### src/design/cmp_ctrl_map.svh
// Register offsets, field positions, reset values and timing counts
// for the analog comparator control block.
// Assumes a 32-bit AXI4-Lite slave with one register per aligned word.
// Behaviour
// RL1 - Result flag bit 1: plus above minus
// RL2 - Enable bit 0 switches comparator on
// RL3 - Clearing enable freezes the result flag
// RL4 - Software waits 100 us before reading
// RL5 - Bit 2 selects sampling on 16k tick
// RL6 - Edge field: off, fall, rise, both
// RL7 - Matching result edge raises interrupt request
// RL8 - No sampling while in stop mode
// RL9 - Software order: pins, mode, enable, read
// RL10 - Sampled register or synchroniser before edge detect
`ifndef CMP_CTRL_MAP_SVH
`define CMP_CTRL_MAP_SVH

`define OFS_ENABLE_RESULT   8'h00
`define OFS_IRQ_CONFIG      8'h04
`define OFS_IRQ_STATUS      8'h08
`define OFS_IRQ_MASK        8'h0c

`define BIT_ON              0
`define BIT_RESULT          1
`define BIT_SAMPLE          2
`define BIT_EDGE_LO         0
`define BIT_EDGE_HI         1

`define RST_ENABLE_RESULT   8'h00
`define RST_IRQ_CONFIG      8'h00

`define SETTLE_US           100
`define CLK_MHZ             200
`define SETTLE_CYCLES       (`SETTLE_US * `CLK_MHZ)

`endif

### src/design/cmp_ctrl_pkg.sv
// Types shared by the analog comparator control files.
// Assumes the map header carries the offsets, field positions, reset values and timing counts.
package cmp_ctrl_pkg;
    typedef enum logic [1:0] {
        EDGE_NONE = 2'b00,
        EDGE_FALL = 2'b01,
        EDGE_RISE = 2'b10,
        EDGE_BOTH = 2'b11
    } edge_mode_e;

    typedef enum logic [1:0] {
        RD_IDLE,
        RD_RESP
    } rd_state_e;
endpackage : cmp_ctrl_pkg

### src/design/analog_comparator_control.sv
// Control, result and interrupt logic for one analog comparator.
// Assumes an AXI4-Lite master, a 16 kHz tick pulse and a stop flag.
//
// The address map and the AXI4-Lite register port were left to the implementer.
`timescale 1ns/10ps
`include "cmp_ctrl_map.svh"
module analog_comparator_control (
    input  wire logic        aclk,
    input  wire logic        aresetn,
    input  wire logic [7:0]  s_axi_awaddr,
    input  wire logic [2:0]  s_axi_awprot,
    input  wire logic        s_axi_awvalid,
    output logic             s_axi_awready,
    input  wire logic [31:0] s_axi_wdata,
    input  wire logic [3:0]  s_axi_wstrb,
    input  wire logic        s_axi_wvalid,
    output logic             s_axi_wready,
    output logic [1:0]       s_axi_bresp,
    output logic             s_axi_bvalid,
    input  wire logic        s_axi_bready,
    input  wire logic [7:0]  s_axi_araddr,
    input  wire logic [2:0]  s_axi_arprot,
    input  wire logic        s_axi_arvalid,
    output logic             s_axi_arready,
    output logic [31:0]      s_axi_rdata,
    output logic [1:0]       s_axi_rresp,
    output logic             s_axi_rvalid,
    input  wire logic        s_axi_rready,
    input  wire logic        cmp_out,
    input  wire logic        tick_16k,
    input  wire logic        stop_mode,
    output logic             cmp_power_on,
    output logic             cmp_irq
);
    localparam logic [1:0] RESP_OKAY   = 2'b00;
    localparam logic [1:0] RESP_SLVERR = 2'b10;

    logic       cmp_on_bit;
    logic       cmp_result_flag;
    logic       sample_select;
    logic [1:0] edge_sel;
    logic       irq_status;
    logic       irq_mask;

    logic       have_aw;
    logic       have_w;
    logic [7:0] aw_addr;
    logic [31:0] w_data;
    logic [3:0] w_strb;
    logic       wr_fire;
    logic       wr_known;

    logic       cmp_synced;
    logic       sampled;
    logic       live_level;
    logic       edge_hit;
    logic       sample_now;

    cmp_ctrl_pkg::rd_state_e rd_state;

    // Comparator output resynchronised before any use
    cmp_sync u_sync (
        .aclk     (aclk),
        .aresetn  (aresetn),
        .async_in (cmp_out),
        .sync_out (cmp_synced)
    );

    // Tick halts in stop mode, so sampling is gated here too
    assign sample_now = tick_16k & ~stop_mode;          // RL8

    always_ff @(posedge aclk) begin
        if (!aresetn) begin
            sampled <= 1'b0;
        end else if (cmp_on_bit && sample_now) begin
            sampled <= cmp_synced;                      // RL10
        end
    end

    assign live_level = sample_select ? sampled : cmp_synced;  // RL5 RL10

    // Result tracks only while on; holds the last value when off
    always_ff @(posedge aclk) begin
        if (!aresetn) begin
            cmp_result_flag <= 1'b0;
        end else if (cmp_on_bit) begin
            cmp_result_flag <= live_level;              // RL1
        end
    end                                                 // RL3

    cmp_edge_detect u_edge (
        .aclk     (aclk),
        .aresetn  (aresetn),
        .level_in (cmp_result_flag),
        .mode     (edge_sel),
        .edge_hit (edge_hit)
    );

    assign cmp_power_on = cmp_on_bit;                   // RL2

    // Write channel: address and data accepted in either order
    assign s_axi_awready = ~have_aw & ~s_axi_bvalid;
    assign s_axi_wready  = ~have_w & ~s_axi_bvalid;
    assign wr_fire       = have_aw & have_w & ~s_axi_bvalid;
    assign wr_known      = (aw_addr == `OFS_ENABLE_RESULT) ||
                           (aw_addr == `OFS_IRQ_CONFIG) ||
                           (aw_addr == `OFS_IRQ_STATUS) ||
                           (aw_addr == `OFS_IRQ_MASK);

    always_ff @(posedge aclk) begin
        if (!aresetn) begin
            have_aw <= 1'b0;
            aw_addr <= 8'h00;
        end else if (s_axi_awvalid && s_axi_awready) begin
            have_aw <= 1'b1;
            aw_addr <= s_axi_awaddr;
        end else if (wr_fire) begin
            have_aw <= 1'b0;
        end
    end

    always_ff @(posedge aclk) begin
        if (!aresetn) begin
            have_w <= 1'b0;
            w_data <= 32'h0000_0000;
            w_strb <= 4'h0;
        end else if (s_axi_wvalid && s_axi_wready) begin
            have_w <= 1'b1;
            w_data <= s_axi_wdata;
            w_strb <= s_axi_wstrb;
        end else if (wr_fire) begin
            have_w <= 1'b0;
        end
    end

    always_ff @(posedge aclk) begin
        if (!aresetn) begin
            s_axi_bvalid <= 1'b0;
            s_axi_bresp  <= RESP_OKAY;
        end else if (wr_fire) begin
            s_axi_bvalid <= 1'b1;
            s_axi_bresp  <= wr_known ? RESP_OKAY : RESP_SLVERR;
        end else if (s_axi_bready) begin
            s_axi_bvalid <= 1'b0;
        end
    end

    always_ff @(posedge aclk) begin
        if (!aresetn) begin
            cmp_on_bit <= 1'b0;
        end else if (wr_fire && w_strb[0] &&
                     aw_addr == `OFS_ENABLE_RESULT) begin
            cmp_on_bit <= w_data[`BIT_ON];              // RL2
        end
    end

    always_ff @(posedge aclk) begin
        if (!aresetn) begin
            sample_select <= 1'b0;
            edge_sel      <= 2'b00;
        end else if (wr_fire && w_strb[0] &&
                     aw_addr == `OFS_IRQ_CONFIG) begin
            sample_select <= w_data[`BIT_SAMPLE];       // RL5
            edge_sel      <= w_data[`BIT_EDGE_HI:`BIT_EDGE_LO];  // RL6
        end
    end

    always_ff @(posedge aclk) begin
        if (!aresetn) begin
            irq_mask <= 1'b0;
        end else if (wr_fire && w_strb[0] &&
                     aw_addr == `OFS_IRQ_MASK) begin
            irq_mask <= w_data[0];
        end
    end

    // Set wins over a simultaneous write-one clear
    always_ff @(posedge aclk) begin
        if (!aresetn) begin
            irq_status <= 1'b0;
        end else if (edge_hit) begin
            irq_status <= 1'b1;                         // RL7
        end else if (wr_fire && w_strb[0] && w_data[0] &&
                     aw_addr == `OFS_IRQ_STATUS) begin
            irq_status <= 1'b0;
        end
    end

    assign cmp_irq = irq_status & irq_mask;             // RL7

    // Read channel
    assign s_axi_arready = (rd_state == cmp_ctrl_pkg::RD_IDLE);

    always_ff @(posedge aclk) begin
        if (!aresetn) begin
            rd_state    <= cmp_ctrl_pkg::RD_IDLE;
            s_axi_rdata <= 32'h0000_0000;
            s_axi_rresp <= RESP_OKAY;
        end else begin
            unique case (rd_state)
                cmp_ctrl_pkg::RD_IDLE: begin
                    if (s_axi_arvalid) begin
                        rd_state    <= cmp_ctrl_pkg::RD_RESP;
                        s_axi_rresp <= RESP_OKAY;
                        unique case (s_axi_araddr)
                            `OFS_ENABLE_RESULT: s_axi_rdata <=
                                {30'h0, cmp_result_flag, cmp_on_bit};  // RL1
                            `OFS_IRQ_CONFIG: s_axi_rdata <=
                                {29'h0, sample_select, edge_sel};
                            `OFS_IRQ_STATUS: s_axi_rdata <=
                                {31'h0, irq_status};
                            `OFS_IRQ_MASK: s_axi_rdata <=
                                {31'h0, irq_mask};
                            default: begin
                                s_axi_rdata <= 32'h0000_0000;
                                s_axi_rresp <= RESP_SLVERR;
                            end
                        endcase
                    end
                end
                cmp_ctrl_pkg::RD_RESP: begin
                    if (s_axi_rready) begin
                        rd_state <= cmp_ctrl_pkg::RD_IDLE;
                    end
                end
            endcase
        end
    end

    assign s_axi_rvalid = (rd_state == cmp_ctrl_pkg::RD_RESP);

    // Settling wait of SETTLE_CYCLES is left to software
    logic unused;
    assign unused = ^{s_axi_awprot, s_axi_arprot, w_strb[3:1],
                      w_data[31:3]};
endmodule : analog_comparator_control

### src/design/cmp_edge_detect.sv
// Edge detector that raises a one-cycle event for the chosen edge mode.
// Assumes level_in is synchronous to aclk.
`timescale 1ns/10ps
module cmp_edge_detect (
    input  wire logic       aclk,
    input  wire logic       aresetn,
    input  wire logic       level_in,
    input  wire logic [1:0] mode,
    output logic            edge_hit
);
    logic prev;
    logic rise;
    logic fall;

    assign rise = level_in & ~prev;
    assign fall = ~level_in & prev;

    always_ff @(posedge aclk) begin
        if (!aresetn) begin
            prev <= 1'b0;
        end else begin
            prev <= level_in;
        end
    end

    always_comb begin
        unique case (cmp_ctrl_pkg::edge_mode_e'(mode))
            cmp_ctrl_pkg::EDGE_NONE: edge_hit = 1'b0;          // RL6
            cmp_ctrl_pkg::EDGE_FALL: edge_hit = fall;          // RL6
            cmp_ctrl_pkg::EDGE_RISE: edge_hit = rise;          // RL6
            cmp_ctrl_pkg::EDGE_BOTH: edge_hit = rise | fall;   // RL6
        endcase
    end
endmodule : cmp_edge_detect

### src/design/cmp_sync.sv
// Two-flop synchroniser for the comparator output.
// Assumes the analog output is asynchronous to aclk.
`timescale 1ns/10ps
module cmp_sync (
    input  wire logic aclk,
    input  wire logic aresetn,
    input  wire logic async_in,
    output logic      sync_out
);
    logic meta;

    always_ff @(posedge aclk) begin
        if (!aresetn) begin
            meta     <= 1'b0;
            sync_out <= 1'b0;
        end else begin
            meta     <= async_in;
            sync_out <= meta;
        end
    end
endmodule : cmp_sync

### config.mk
export PLATFORM = sky130hd
export DESIGN_NAME = analog_comparator_control
export DESIGN_NICKNAME = d
export VERILOG_FILES = /design/src/design/cmp_ctrl_pkg.sv /design/src/design/analog_comparator_control.sv /design/src/design/cmp_edge_detect.sv /design/src/design/cmp_sync.sv
export VERILOG_INCLUDE_DIRS = /design/src /design/src/design
export SDC_FILE = /design/constraint.sdc
export NUM_CORES = 1
export LEC_CHECK = 0
export ABC_AREA = 1
export BUFFER_PORTS_ARGS = -buffer_cell sky130_fd_sc_hd__buf_2
export CAP_MARGIN = 25
export CORE_ASPECT_RATIO = 0.8
export CORE_UTILIZATION = 30
export DETAILED_ROUTE_END_ITERATION = 7
export GPL_ROUTABILITY_DRIVEN = 0
export GPL_TIMING_DRIVEN = 0
export PLACE_DENSITY_LB_ADDON = 0.3
export SYNTH_ARGS = -nofsm -noshare
export SYNTH_HDL_FRONTEND = slang
export SYNTH_SLANG_ARGS = --single-unit
export TNS_END_PERCENT = 20
### constraint.sdc
create_clock -name aclk -period 1.45 [get_ports aclk]
set_input_delay 0.29 -clock aclk [delete_from_list [all_inputs] [get_ports aclk]]
set_output_delay 0.29 -clock aclk [all_outputs]
set_load 0.005 [all_outputs]
==> impl_metrics.yaml <==
run_status:
  status: "complete, no violations"
clock_tree:
  cts_resized: 0
  post-cts-setup-buffers: 0
  ctsHoldBuffers: 0
  clockBufferDepth: 2
  cts_tree: "done"
  clk_latency_ns: 0.28
  clock_sinks: 32
  cts_buffers: 5
  clk_pin_slew_ns: 0.06
  h-tree-depth: 2
  cts_root_buf: "clkbuf_8"
global_route:
  grt_usage_pct: 11.6
  antenna_found_initial: 0
  grt_pass1_vias: 1227
  grt_overflow: 0
  grt_pass1_wl_mm: 5.11
  grt_max_degree: 11
flow_run:
  maxCapViolations: 0
critical_path:
  slowest_stage: "dfxtp_1"
  max_stage_delay_ns: 0.37
  r2r_end: "edge_sel[1]"
  crit_arrival_ns: 1.39
  crit_chain: "nand3_2, inv_2, nand2_4, nor3_4, nand2_1, nand2_1, nor2_1"
  critPathKind: "reg2reg"
  rrSetupSlack_ns: 0.23
  rr_worst_depth: 7
  start_kind: "register"
  r2r-start: "have_aw"
  crit_top_cell: "nand2_1"
  worstPathRequired_ns: 1.62
  cp.buffers_inverters: 1
  crit_family: "simple AND/OR/NAND/NOR gates"
  worstSetupEndpointType: "register"
  critPathMaxFanout: 6
placement:
  place_hpwl_mm: 2.55
  portBuffers: 41
  place_inst: 360
  place_area_mm2: 0.00200
  dp_slack_ns: 0.233
drt:
  post-route-drc-count: 0
  viasPerCell: 3.92
  wirelength_mm: 3.15
  dr.first_iter.drc_count: 35
  post_drt_wl_per_cell_um: 8.57
  vias: 1443
  drtAntennaViolNets: 0
  drtPass1Iterations: 5
sta:
  min_period_over_period_pct: 84.3
  finalWorstSetupSlack_ns: 0.227
  setup_viol: 0
  fin_crit_ns: 1.22
  drv_slew: 0
  holdWs_ns: 0.195
  clock.fmax_ghz: 0.818
  setup_tns_ns: 0
  rsz0062_at_grt: "no"
  fin_worst_skew_ns: 0.00510
  final_hold_viol_count: 0
power_and_ir_drop:
  power_frac_comb_pct: 15.3
  power_switching_mw: 0.479
  seq_power_share_pct: 49.2
  ir_worst_vdd_mv: 0.396
  swShare_pct: 24.8
  power_density_mw_per_mm2: 925
  p_leak_nw: 1.12
  p_int_mw: 1.45
  clkPwrFrac_pct: 35.5
min_path:
  worstHoldStart: "cmp_out"
  holdPathStages: 3
  whs_endpoint: "u_sync.meta"
  hp-class: "in2reg"
final_layout:
  antenna_cells: 0
  fin_area_mm2: 0.00209
  area_growth_pct: 30.3
  seq_area_um2: 641
  layout_common_cells: "nor2_1 (42), buf_2 (42), nand2_1 (37)"
  instances_no_fill: 368
  fill_cells: 576
  drive_gt1_share_pct: 27.5
  num-nets-final: 375
  multi_input_area_um2: 726
logic_synthesis:
  synth_top_area_share_pct: 40.0
  synth_area_leaders: "dfxtp_1 (40%), buf_4 (15%), nor2_1 (9.9%)"
  synth_area_per_cell_um2: 7.05
  synth_cells: 227
  ys_ff_latch: 32
  synth_top_area_cell: "dfxtp_1"
  yosys_warnings: 0
  ys_types: 19
  syn_area_mm2: 0.00160
  seq_area_frac_synth_pct: 40.0
die:
  pin_count: 111
  die_h_um: 67.3
  core_area_mm2: 0.00506
  rows: 23
  die_w_um: 83.7
  start_util_pct: 31.6
  dieArea_mm2: 0.00563
-- synth_stat cells --
master / count
nor2_1: 42
nand2_1: 37
dfxtp_1: 32
buf_4: 31
inv_1: 25
a21oi_1: 18
o21ai_0: 17
nand3_1: 10
clkbuf_1: 2
ha_1: 2
inv_2: 2
nand4_1: 2
buf_2: 1
conb_1: 1
nand2_4: 1
nand3_2: 1
nor3_1: 1
nor3_4: 1
o21a_1: 1
-- per-layer routing --
layer | GRT usage [%] | part of all wire [%] | wire (um) | vias up
met1 | 13.6 | 50 | 1570 | 602
met2 | 19.8 | 42 | 1330 | 39
met4 | 3.81 | 0.95 | 30 | 0
met3 | 4.28 | 7.0 | 220 | 5
li1 | - | - | - | 797
met5 | 0 | 0 | 0 | -
-- worst register-to-register path, cell delays in order (launching register included) --
cell and delay [ns]:
dfxtp_1 0.37, nand3_2 0.11, inv_2 0.11, nand2_4 0.08, nor3_4 0.26, nand2_1 0.08
nand2_1 0.06, nor2_1 0.04
-- worst max-delay path by stage --
| stage | from | cells after the start | end | slack (ns) |
|---|---|---|---|---|
| after floorplan | s_axi_bvalid | 8 | edge_sel[0] | 0.34 |
| after global placement | have_aw | 7 | edge_sel[0] | 0.23 |
| after detailed placement | s_axi_bvalid | 8 | edge_sel[0] | 0.23 |
| after CTS | s_axi_bvalid | 8 | edge_sel[0] | 0.22 |
| after global routing | s_axi_bvalid | 8 | edge_sel[1] | 0.10 |
| final | have_aw | 7 | edge_sel[1] | 0.23 |
-- power by group through the flow --
stage               combinational [mW]  clock, mW  sequential [mW]
floorplan                        0.206          0            0.966
global placement                 0.291          0            0.969
detailed placement               0.295          0            0.969
CTS                              0.295      0.718            0.950
global route                     0.340      0.756            0.955
finish                           0.294      0.685            0.950
-- area by class of cell --
class | count | share of cell area, %
timing repair buffer | 41 | 9.84
inverter | 27 | 4.86
clock buffer | 8 | 4.32
tap | 62 | 3.72
multi-input combinational | 164 | 34.8
buffer | 34 | 11.8
sequential | 32 | 30.7
-- registers in the layout, summed over array words and instances (netlist names) --
signal and count:
cmp_result_flag 1, u_sync.meta 1, cmp_power_on 1, s_axi_rdata 3, edge_sel 2, s_axi_bvalid 1
irq_mask 1, sampled 1, have_aw 1, sample_select 1, s_axi_rresp 1, irq_status 1
u_sync.sync_out 1, s_axi_bresp 1, w_data 3, aw_addr 8, u_edge.prev 1, have_w 1
w_strb 1, rd_state 1
-- per-stage QoR --
| step | util (%) | power [mW] |
|---|---|---|
| final | 41.2 | 1.93 |
| after global routing | 41.2 | 2.05 |
| after CTS | 41.2 | 1.96 |
| after detailed placement | 39.4 | 1.26 |
| after global placement | 39.4 | 1.26 |
| after floorplan | - | 1.17 |
-- kinds of logic (layout without fill, tap and decap cells) --
kind of cell	count (synthesis)	in the layout	share of synthesized area, %
simple gates	95	95	25.1
buf+inv	61	110	21.7
compound gates	36	36	11.4
flops	32	32	40.0
fa+ha+maj	2	2	1.56
other cells	1	31	0.234
Note: power is estimated with default switching activity, not from simulation.
